[src/sacs_pkg.sv]
// constants and types shared by the converter sequencer, the analog model and the bench
// assumes a single 10 MHz clock with synchronous reset
package sacs_pkg;
    localparam int                RES_W            = 12;
    localparam int                NPIN             = 8;
    localparam int                NCH              = 9;
    localparam int                CH_W             = 4;
    localparam logic [CH_W-1:0]   TEMP_CH          = 4'h8;
    localparam int                SAMP_W           = 4;
    localparam int                TGT_W            = SAMP_W + 2;
    localparam logic [TGT_W-1:0]  SAMP_MIN         = 6'h06;
    localparam int                CONV_MIN_CLKS    = 18;
    localparam int                CLK_KHZ          = 10000;
    localparam int                CONV_CLK_MAX_KHZ = 14500;
    localparam int                DIV_W            = 8;
    localparam logic [DIV_W-1:0]  DIV_MIN          =
        DIV_W'((CLK_KHZ + CONV_CLK_MAX_KHZ - 1) / CONV_CLK_MAX_KHZ);
    localparam logic [RES_W-1:0]  RES_MSB          = 12'h800;
    localparam logic [RES_W-1:0]  RES_RST          = 12'h000;
    localparam logic [3:0]        BIT_TOP          = 4'hb;
    localparam int                TCNT_W           = 8;

    // ref_int is the nominal 1.024 V internal reference
    typedef enum logic [1:0] {REF_VDD, REF_VDD_HALF, REF_INT, REF_EXT} sacs_ref_t;
    typedef enum logic [1:0] {ST_IDLE, ST_SAMP, ST_CONV} sacs_state_t;
endpackage : sacs_pkg

[src/sacs_mem.sv]
// per-channel result store with registered read data
// assumes writes and reads share the block clock and clock enable
`timescale 1ns/1ps
module sacs_mem #(
    parameter int DW    = 12,
    parameter int DEPTH = 9,
    parameter int AW    = 4
) (
    input  logic          clk,
    input  logic          rst,
    input  logic          ce,
    input  logic          we,
    input  logic [AW-1:0] waddr,
    input  logic [DW-1:0] wdata,
    input  logic [AW-1:0] raddr,
    output logic [DW-1:0] rd_data_ff
);
    logic [DW-1:0] mem [DEPTH];

    always_ff @(posedge clk) begin
        if (ce && we) begin
            mem[waddr] <= wdata;
        end
    end

    always_ff @(posedge clk) begin
        if (rst) begin
            rd_data_ff <= '0;
        end else if (ce) begin
            rd_data_ff <= (raddr < AW'(DEPTH)) ? mem[raddr] : '0;
        end
    end
endmodule : sacs_mem

[src/sacs_seq.sv]
// successive-approximation converter control with channel sequencer
// assumes the analog comparator output is synchronous to clk
`timescale 1ns/1ps
module sacs_seq
    import sacs_pkg::*;
(
    input  logic                     clk,
    input  logic                     rst,
    input  logic                     ce,
    input  logic                     power_active,
    input  logic                     start,
    input  logic                     cont_mode,
    input  logic                     fw_mode,
    input  logic [CH_W-1:0]          fw_ch,
    input  logic [NPIN-1:0]          ch_en,
    input  logic                     temp_en,
    input  sacs_ref_t                ref_sel,
    input  logic [DIV_W-1:0]         clk_div,
    input  logic [NCH*SAMP_W-1:0]    samp_time,
    input  logic [RES_W-1:0]         lim_lo,
    input  logic [RES_W-1:0]         lim_hi,
    input  logic                     cmp_hi,
    input  logic                     rd_en,
    input  logic [CH_W-1:0]          rd_ch,
    input  logic [NCH-1:0]           oor_clr,
    input  logic                     done_clr,
    output logic [CH_W-1:0]          mux_sel_ff,
    output logic                     sample_ff,
    output logic [RES_W-1:0]         dac_code_ff,
    output sacs_ref_t                ref_ff,
    output logic                     busy_ff,
    output logic [NCH-1:0]           res_valid_ff,
    output logic [NCH-1:0]           oor_ff,
    output logic                     oor_irq_ff,
    output logic                     scan_done_ff,
    output logic [RES_W-1:0]         rd_data_ff
);
    sacs_state_t       state_ff;
    logic [DIV_W-1:0]  div_cnt_ff;
    logic [TGT_W-1:0]  samp_cnt_ff;
    logic [3:0]        bit_ff;
    logic [NCH-1:0]    en_ff;
    logic              fw_mode_ff;
    logic [TCNT_W-1:0] tick_cnt_ff;
    logic              tick;
    logic [DIV_W-1:0]  div_eff;
    logic [NCH-1:0]    en_now;
    logic              fw_ok;
    logic [CH_W:0]     first_sel;
    logic [CH_W:0]     adv_sel;
    logic              start_ok;
    logic [CH_W-1:0]   start_ch;
    logic              samp_end;
    logic              conv_last;
    logic              scan_end;
    logic              go_on;
    logic [CH_W-1:0]   next_sel;
    logic [RES_W-1:0]  nxt_code;
    logic              in_range;
    logic [NCH-1:0]    nxt_oor;
    logic [NCH-1:0]    nxt_valid;
    logic              nxt_done;

    // {wrap, index}: next enabled channel above cur, or lowest enabled on wrap
    function automatic logic [CH_W:0] next_ch(logic [NCH-1:0] en, logic [CH_W-1:0] cur,
                                             logic first);
        logic [CH_W:0]   r;
        logic            hit;
        logic [CH_W-1:0] low;
        r   = '0;
        hit = 1'b0;
        low = '0;
        for (int j = NCH - 1; j >= 0; j--) begin
            if (en[j]) begin
                low = CH_W'(j);
                if (first || CH_W'(j) > cur) begin
                    r   = {1'b0, CH_W'(j)};
                    hit = 1'b1;
                end
            end
        end
        if (!hit) begin
            r = {1'b1, low};
        end
        return r;
    endfunction : next_ch

    function automatic logic [TGT_W-1:0] samp_len(logic [NCH*SAMP_W-1:0] st,
                                                 logic [CH_W-1:0] ch);
        return SAMP_MIN + TGT_W'(st[ch*SAMP_W +: SAMP_W]);
    endfunction : samp_len

    always_comb begin
        div_eff   = (clk_div < DIV_MIN) ? DIV_MIN : clk_div;
        tick      = ce && (div_cnt_ff == '0);
        en_now    = {temp_en, ch_en};
        fw_ok     = fw_ch < CH_W'(NCH);
        first_sel = next_ch(en_now, '0, 1'b1);
        adv_sel   = next_ch(en_ff, mux_sel_ff, 1'b0);
        start_ok  = ce && state_ff == ST_IDLE && start && power_active
                    && (fw_mode ? fw_ok : |en_now);
        start_ch  = fw_mode ? fw_ch : first_sel[CH_W-1:0];
        samp_end  = tick && state_ff == ST_SAMP
                    && samp_cnt_ff == samp_len(samp_time, mux_sel_ff) - 1'b1;
        conv_last = tick && state_ff == ST_CONV && bit_ff == 4'h0;
        scan_end  = conv_last && (fw_mode_ff || adv_sel[CH_W]);
        go_on     = conv_last && power_active
                    && (!scan_end || (cont_mode && (fw_mode_ff ? fw_ok : |en_now)));
        next_sel  = fw_mode_ff ? fw_ch
                    : (adv_sel[CH_W] ? first_sel[CH_W-1:0] : adv_sel[CH_W-1:0]);
        nxt_code  = dac_code_ff;
        if (!cmp_hi) begin
            nxt_code[bit_ff] = 1'b0;
        end
        if (bit_ff != 4'h0) begin
            nxt_code[bit_ff - 4'h1] = 1'b1;
        end
        in_range  = nxt_code >= lim_lo && nxt_code <= lim_hi;
        nxt_oor   = oor_ff & ~oor_clr;
        if (conv_last && !in_range) begin
            nxt_oor[mux_sel_ff] = 1'b1;
        end
        nxt_valid = res_valid_ff;
        if (rd_en && rd_ch < CH_W'(NCH)) begin
            nxt_valid[rd_ch] = 1'b0;
        end
        if (conv_last) begin
            nxt_valid[mux_sel_ff] = 1'b1;
        end
        nxt_done  = (scan_done_ff && !done_clr) || scan_end;
    end

    // conversion clock: one tick every div_eff system cycles
    always_ff @(posedge clk) begin
        if (rst) begin
            div_cnt_ff <= '0;
        end else if (ce) begin
            if (state_ff == ST_IDLE) begin
                div_cnt_ff <= '0;
            end else if (div_cnt_ff == '0) begin
                div_cnt_ff <= div_eff - 8'h01;
            end else begin
                div_cnt_ff <= div_cnt_ff - 8'h01;
            end
        end
    end

    always_ff @(posedge clk) begin
        if (rst) begin
            state_ff    <= ST_IDLE;
            busy_ff     <= 1'b0;
            sample_ff   <= 1'b0;
            mux_sel_ff  <= '0;
            samp_cnt_ff <= '0;
            en_ff       <= '0;
            fw_mode_ff  <= 1'b0;
            ref_ff      <= REF_VDD;
        end else if (ce) begin
            unique case (state_ff)
                ST_IDLE: begin
                    ref_ff <= ref_sel;
                    if (start_ok) begin
                        state_ff    <= ST_SAMP;
                        busy_ff     <= 1'b1;
                        sample_ff   <= 1'b1;
                        mux_sel_ff  <= start_ch;
                        samp_cnt_ff <= '0;
                        en_ff       <= en_now;
                        fw_mode_ff  <= fw_mode;
                    end
                end
                ST_SAMP: begin
                    if (samp_end) begin
                        state_ff  <= ST_CONV;
                        sample_ff <= 1'b0;
                    end else if (tick) begin
                        samp_cnt_ff <= samp_cnt_ff + 6'h01;
                    end
                end
                ST_CONV: begin
                    if (go_on) begin
                        // next acquisition starts on the cycle after the last bit
                        state_ff    <= ST_SAMP;
                        sample_ff   <= 1'b1;
                        samp_cnt_ff <= '0;
                        mux_sel_ff  <= next_sel;
                        if (scan_end) begin
                            en_ff <= en_now;
                        end
                    end else if (conv_last) begin
                        state_ff <= ST_IDLE;
                        busy_ff  <= 1'b0;
                    end
                end
            endcase
            if (!power_active) begin
                state_ff  <= ST_IDLE;
                busy_ff   <= 1'b0;
                sample_ff <= 1'b0;
            end
        end
    end

    // successive approximation, one bit per conversion tick
    always_ff @(posedge clk) begin
        if (rst) begin
            bit_ff      <= 4'h0;
            dac_code_ff <= RES_RST;
        end else if (samp_end) begin
            bit_ff      <= BIT_TOP;
            dac_code_ff <= RES_MSB;
        end else if (tick && state_ff == ST_CONV) begin
            bit_ff      <= bit_ff - 4'h1;
            dac_code_ff <= nxt_code;
        end
    end

    always_ff @(posedge clk) begin
        if (rst) begin
            res_valid_ff <= '0;
            oor_ff       <= '0;
            oor_irq_ff   <= 1'b0;
            scan_done_ff <= 1'b0;
        end else if (ce) begin
            res_valid_ff <= nxt_valid;
            oor_ff       <= nxt_oor;
            oor_irq_ff   <= |nxt_oor;
            scan_done_ff <= nxt_done;
        end
    end

    // conversion ticks since the current acquisition began
    always_ff @(posedge clk) begin
        if (rst) begin
            tick_cnt_ff <= '0;
        end else if (start_ok || go_on) begin
            tick_cnt_ff <= '0;
        end else if (tick && state_ff != ST_IDLE) begin
            tick_cnt_ff <= tick_cnt_ff + 8'h01;
        end
    end

    sacs_mem #(
        .DW    (RES_W),
        .DEPTH (NCH),
        .AW    (CH_W)
    ) u_mem (
        .clk        (clk),
        .rst        (rst),
        .ce         (ce),
        .we         (conv_last),
        .waddr      (mux_sel_ff),
        .wdata      (nxt_code),
        .raddr      (rd_ch),
        .rd_data_ff (rd_data_ff)
    );
endmodule : sacs_seq

[config.mk]
export PLATFORM = sky130hd
export DESIGN_NAME = sacs_seq
export DESIGN_NICKNAME = d
export VERILOG_FILES = /design/src/sacs_pkg.sv /design/src/sacs_mem.sv /design/src/sacs_seq.sv
export SDC_FILE = /design/constraint.sdc
export NUM_CORES = 1
export LEC_CHECK = 0
export BUFFER_PORTS_ARGS = -buffer_cell sky130_fd_sc_hd__clkbuf_2
export CAP_MARGIN = 40
export CORE_MARGIN = 2
export CORE_UTILIZATION = 46
export CTS_CLUSTER_DIAMETER = 150
export CTS_CLUSTER_SIZE = 16
export DETAILED_ROUTE_END_ITERATION = 8
export MAX_ROUTING_LAYER = met4
export PLACE_DENSITY = 0.73
export SYNTH_ARGS = -nofsm -noshare
export SYNTH_HDL_FRONTEND = slang
export SYNTH_SLANG_ARGS = --single-unit
export TNS_END_PERCENT = 100
[constraint.sdc]
create_clock -name clk -period 9.55 [get_ports clk]
set_input_delay 1.4325 -clock clk [delete_from_list [all_inputs] [get_ports clk]]
set_output_delay 1.4325 -clock clk [all_outputs]
set_load 0.05 [all_outputs]
After elaboration in Yosys (flattened, before gate mapping)
Memory sizes are Yosys's and may differ from the RTL's.
Cells that the tools add are included.
Storage, ports and cells
  register bits after elaboration: 82
  latch bits: 0
  bits in writable memories: 108
  bits in read-only memories: 0
  input port bits: 106
  output and inout port bits: 52
  word-level logic and storage cells: 246
  memories kept: 1
Memory list
  u_mem.mem: words 9, bits a word 12, rd ports 1, clocked after memory_dff 0, wr ports 1, line sacs_mem.sv:18  | logic [DW-1:0] mem [DEPTH];
Cells by class
  add/subtract/negate cells: 6
  multipliers: 0
  divide/modulo/power cells: 0
  $lt $le $gt $ge: 22
  equality and inequality tests: 15
  shift-type cells: 1
  muxes and demuxes: 129
  bitwise operators: 9
  reductions and logical operators: 45
Operator list (number)
  $mux W4: 37
  $mux W5: 17
  $mux W12: 5
  $mux W9: 6
  $mux W1: 42
  $shiftx A36 B7 Y4: 1
  $mux W6: 4
  $mux W8: 3
  $logic_and A1 B1 Y1: 22
  $lt A4 B5 Y1 const B: 4
  $and A9 B9 Y9: 2
  $not A9 Y9: 2
  $or A9 B9 Y9: 2
  $pmux W6 S3: 1
  $pmux W9 S2: 1
  $reduce_or A9 Y1: 2
  $demux W1 S4: 4
  $ge A4 B1 Y1 const B: 4
  $gt A3 B4 Y1 const A: 4
  $sub A8 B1 Y8 const B: 2
  $reduce_and A5 Y1: 3
  $and A12 B12 Y12: 1
  $ge A12 B12 Y1: 1
  $le A12 B12 Y1: 1
  35 further kinds: 56

Depth between registers and ports, before layout
  depth in word-level cells: 28
  gate-level depth with buffers: 19
  depth with buffers taken out: 18

Hierarchy
A second synthesis with hierarchy kept.
Second synthesis, totals
  cell total of the unflattened synthesis: 933
  area, all modules: 9633.0 um^2
Modules (own cells, without submodules)
  sacs_seq: times used 1, cells an instance 670, area each 5024.8 um^2, seq. area each 1381.3 um^2
  sacs_mem: times used 1, cells an instance 263, area each 4608.2 um^2, seq. area each 3483.3 um^2

Least setup slack after synthesis
OpenSTA, ideal clock, no wires.
  path type: input port to flip-flop
  start: input cmp_hi
  end: register oor_irq_ff
  library setup time: 133 ps
  arrival: 3783 ps
  required time: 9417 ps
  path slack: 5634 ps
  stages: 13
  path buffers: 0
  cell sequence: nand2b_1 > o31ai_1 > o21ai_0 > ha_1 > nor2b_1 > o21ai_0 > nand2b_1 > a21oi_1 > nor3_1 > a2111oi_0 > o2bb2ai_1 > a31oi_1 > nor3_1
Between the ends
  longest elaborated chain between the ends: 9
RTL lines
  start, declared: line sacs_seq.sv:22  | input logic cmp_hi,
  $mux W12 (*): line sacs_seq.sv:112  | if (!cmp_hi) begin
  $or A12 B12 Y12 (no line)
  $mux W12 (*): line sacs_seq.sv:115  | if (bit_ff != 4'h0) begin
  via nxt_code[1]: line sacs_seq.sv:58  | logic [RES_W-1:0] nxt_code;
  $ge A12 B12 Y1 / $le A12 B12 Y1 (equally long branches): line sacs_seq.sv:118  | in_range = nxt_code >= lim_lo && nxt_code <= lim_hi;
  $logic_and A1 B1 Y1 (*): line sacs_seq.sv:118
  $logic_not A1 Y1 (*): line sacs_seq.sv:120  | if (conv_last && !in_range) begin
  $logic_and A1 B1 Y1 (*): line sacs_seq.sv:120
  $mux W9 (*): line sacs_seq.sv:120
  $reduce_or A9 Y1 (*): line sacs_seq.sv:227  | oor_irq_ff <= |nxt_oor;
  end signal, assigned: line sacs_seq.sv:227
  end, declared: line sacs_seq.sv:34  | output logic oor_irq_ff,
Mark *: on every way through the listed nets, which the timed path passes. The rest lies on a longest branch.
A chain may end at the register's enable or synchronous reset.

Final worst setup path
  start: input samp_time[0]
  end: register samp_cnt_ff[5]
Between the ends
  longest elaborated chain between the ends: 7
RTL lines
  start, declared: line sacs_seq.sv:19  | input logic [NCH*SAMP_W-1:0] samp_time,
  $shiftx A36 B7 Y4: line sacs_seq.sv:90  | return SAMP_MIN + TGT_W'(st[ch*SAMP_W +: SAMP_W]);
  $add A3 B4 Y5: line sacs_seq.sv:90
  $sub A5 B1 Y6: line sacs_seq.sv:104  | && samp_cnt_ff == samp_len(samp_time, mux_sel_ff) - 1'b1;
  $eq A6 B6 Y1: line sacs_seq.sv:104
  $logic_and A1 B1 Y1: line sacs_seq.sv:104
  $ne A2 B2 Y1 (no line)
  $reduce_and A5 Y1 (no line)
  end signal, assigned: line sacs_seq.sv:177  | samp_cnt_ff <= samp_cnt_ff + 6'h01;
  end, declared: line sacs_seq.sv:40  | logic [TGT_W-1:0] samp_cnt_ff;
Every way passes these cells.

==> impl_results.md <==
* Std cell rows at 52
* Drt wl/cell at 18.06 um
* Max Fclk at 0.2382 GHz
* Largest net degree at the start of global routing at 70
* FF-to-FF End: samp_cnt_ff[5]
* Synth-to-Final Area Change at 17.86%
* Fin area at 11330 um2
* Core Footprint at 20360 um2
* Internal power at 1284 uW
* Main synth FF type: edfxtp_1
* Clock power share at 40.1%
* Met1 WL at 10520 um
* Met2 routed WL at 11730 um
* Post-synth EDFFs at 108
* Ys Warns at 0
* Post-cts sizing count at 0
* Crit share post-route at 43.96%
* Setup CP Type: input port to flop
* Drt drc at 0
* Initial DRT Pass Iterations at 5
* DR vias at 7646
* N_diodes at 0
* WP data arrival at 4.51 ns
* Top Metal Used: met4
* Post-Syn Area at 9610 um2
* Comb pwr share at 9.3%
* Initial antenna violation count at 0
* Post-synthesis cell count at 909
* Yosys cell types at 78
* Crit Path Max Fanout at 13
* Switching share of power at 24.69%
* Post-layout minimum cycle time at 4.198 ns
* Vias in the first global route at 7196
* Final nets at 1200
* Die area at 22060 um2
* Reg2Reg Setup Slack at 5.37 ns
* Met3 WL at 1722 um
* Seq cells post-synth at 189
* End of the worst hold path: ref_ff[1]
* VDD IR max at 0.1267 mV
* Net switching power at 421.0 uW
* Syn Nets at 1046
* Drt first-iter violations at 556
* LEAKAGE at 0.004515 uW
* Post-CTS Setup Bufs at 0
* Worst skew pair latency at 0.44 ns
* Clock sink count at 189
* Status: finished clean
* Worst clock skew at 0.01385 ns
* Total CTS buffers at 17
* Avg Vias per Cell at 5.681
* Syn Area/Cell at 10.57 um2
* CTS Hold Bufs at 0
* Die height at 148.5 um
* GR Util All Layers at 22.82%
* Setup_tns at 0 ns
* Port Buf Inserts at 157
* Slew HR at 43.21%
* GRT overflow at 0
* CP Launch Type: input port
* Hold Path Class: flop to flop
* Final setup vio count at 0
* Power per Cell Area at 150.6 nW/um2
* Worst path required time at 9.86 ns
* Sequential element share of the synthesized area at 50.62%
* Cell area after placement at 10760 um2
* Min-delay src: ref_ff[1]
* Die width at 148.5 um
* CTS clk-pin slew, worst paths at 0.07 ns
* Worst R2R Path Depth at 13
* Max Slew Vio Count at 0
* RSZ-0062 raised after global routing: false
* Clock Tree Buf Depth at 2
* CTS tree: done
* Post-DP HPWL at 17160 um
* Post-Route WL at 24310 um
* First-pass GRT wire length at 37930 um
* Worst slew pin tran at 0.8507 ns
* Placer Congestion at 0.9280
* Initial Utilization at 47.19%
* FFs w/ async S/R, synth at 0%
* Root Buffer: clkbuf_16
* Critical Path Sink Type: flop
* H-tree levels at 4
* Final hold violations at 0
* Reg power frac at 50.7%
* Share of layout cells above drive strength 1 at 26.02%
* WHS Path Cells at 2
* Worst R2R Start: mux_sel_ff[1]
* Post-DRT Antenna Nets at 0
* Max-Cap Viols at 0
* Top Ports at 158
[per-stage QoR]
step | setup slack [ns] | hold slack, ns | utilization [%] | instances | power (uW)
2_1_floorplan | 5.634 | 0.4520 | - | 909 | 988.9
3_3_place_gp | 4.844 | 0.4439 | 52.19 | 1303 | 1036
3_5_place_dp | 4.919 | 0.4508 | 52.84 | 1314 | 1039
4_1_cts | 5.371 | 0.4612 | 55.62 | 1346 | 1714
5_1_grt | 4.999 | 0.4786 | 55.62 | 1346 | 1763
6_report | 5.352 | 0.4604 | 55.62 | 1346 | 1705
[power groups by stage]
| stage | sequential, uW | combinational, uW | clock, uW |
|---|---|---|---|
| floorplan | 888 | 101 | 0 |
| global placement | 882 | 154 | 0 |
| detailed placement | 882 | 157 | 0 |
| CTS | 864 | 158 | 692 |
| global route | 865 | 173 | 725 |
| finish | 864 | 158 | 683 |
[worst max-delay path, cell delays in order]
cell and delay (ns):
clkbuf_2 0.07, nor2b_1 0.12, a211oi_1 0.24, a211oi_1 0.08
o32ai_1 0.51, inv_1 0.10, ha_1 0.32, xor2_1 0.15
or3_1 0.33, a21oi_2 0.19, nand4_2 0.38, nand2_2 0.44
o21ai_0 0.14
[cells in the mapped netlist, types with 4 or more instances]
cell type / n / area (um2)
nand3b_1: 5 / 37.54
a21oi_2: 4 / 35.03
o21a_1: 6 / 45.04
mux2i_1: 37 / 370.4
nand4_1: 8 / 50.05
dfxtp_1: 81 / 1622
nand3_1: 15 / 75.07
clkbuf_1: 31 / 116.4
a21o_1: 7 / 52.55
o31ai_1: 6 / 45.04
a211oi_1: 7 / 52.55
nor2_1: 114 / 427.9
ha_1: 31 / 387.9
a21oi_1: 55 / 275.3
o2bb2ai_1: 4 / 35.03
nor2b_1: 13 / 81.33
mux4_2: 24 / 540.5
a22oi_1: 26 / 195.2
o2111ai_1: 4 / 35.03
edfxtp_1: 108 / 3243
buf_6: 5 / 56.30
nor3_1: 20 / 100.1
nand2b_1: 18 / 112.6
a31oi_1: 5 / 31.28
o22ai_1: 4 / 25.02
nand2_1: 64 / 240.2
inv_1: 55 / 206.5
nor3_2: 9 / 90.09
buf_2: 7 / 35.03
and2_1: 4 / 25.02
xnor2_1: 6 / 52.55
o21ai_0: 56 / 280.3
[layout make-up]
type                            instances  area (um2)
Clock inverter                         14       137.6
Tap cell                              270       337.8
Clock buffer                           18       429.2
Multi-Input combinational cell        618        4328
Fill cell                            1748        9037
Inverter                               55       206.4
Timing Repair Buffer                  182        1023
Sequential cell                       189        4865
[cell families after synthesis]
logic type | count (synthesis) | share of synthesized area [%]
AND/OR/NAND/NOR | 295 | 14.99
flip-flops | 189 | 50.62
multiplexers | 64 | 9.829
XOR/XNOR | 8 | 0.7291
adder cells (fa/ha/maj) | 31 | 4.036
buffers and inverters | 102 | 4.674
AO/OA/AOI/OAI | 220 | 15.13
[how the worst max path moves through the flow]
stage | endpoint | startpoint | depth (start not counted) | slack, ns
finish | samp_cnt_ff[5] | samp_time[0] | 13 | 5.35
global route | samp_cnt_ff[5] | mux_sel_ff[1] | 13 | 5.00
CTS | samp_cnt_ff[5] | samp_time[0] | 13 | 5.37
detailed placement | samp_cnt_ff[5] | samp_time[0] | 13 | 4.92
global placement | oor_irq_ff | bit_ff[0] | 18 | 4.84
floorplan | oor_irq_ff | cmp_hi | 13 | 5.63
[cell usage in the layout (no fill, tap or decap), types with 8 or more instances in the layout]
| master | count |
|---|---|
| clkbuf_16 | 17 |
| inv_1 | 55 |
| buf_4 | 17 |
| nand2_1 | 64 |
| nand2b_1 | 18 |
| dfxtp_1 | 81 |
| clkbuf_2 | 157 |
| o21ai_0 | 56 |
| mux2i_1 | 37 |
| nor3_1 | 18 |
| a22oi_1 | 26 |
| nor2_2 | 8 |
| nor3_2 | 10 |
| a21oi_1 | 55 |
| mux4_2 | 24 |
| ha_1 | 31 |
| nand4_1 | 8 |
| nor2_1 | 108 |
| edfxtp_1 | 108 |
| nor2b_1 | 13 |
| nand3_1 | 15 |
[flip-flops by register name, indices dropped and copies added (netlist names), 2 cells and up]
name,flops
bit_ff,4
dac_code_ff,12
div_cnt_ff,8
en_ff,8
mux_sel_ff,4
oor_ff,9
ref_ff,2
res_valid_ff,9
samp_cnt_ff,6
state_ff,2
u_mem.mem,108
u_mem.rd_data_ff,12
[layer usage]
layer | GRT usage, % | vias to the layer above
met1 | 29.91 | 3682
met4 | 5.905 | 0
met2 | 37.20 | 287
li1 | - | 3647
met3 | 3.804 | 30
met5 | - | -
(Power assumes the default switching activity.)
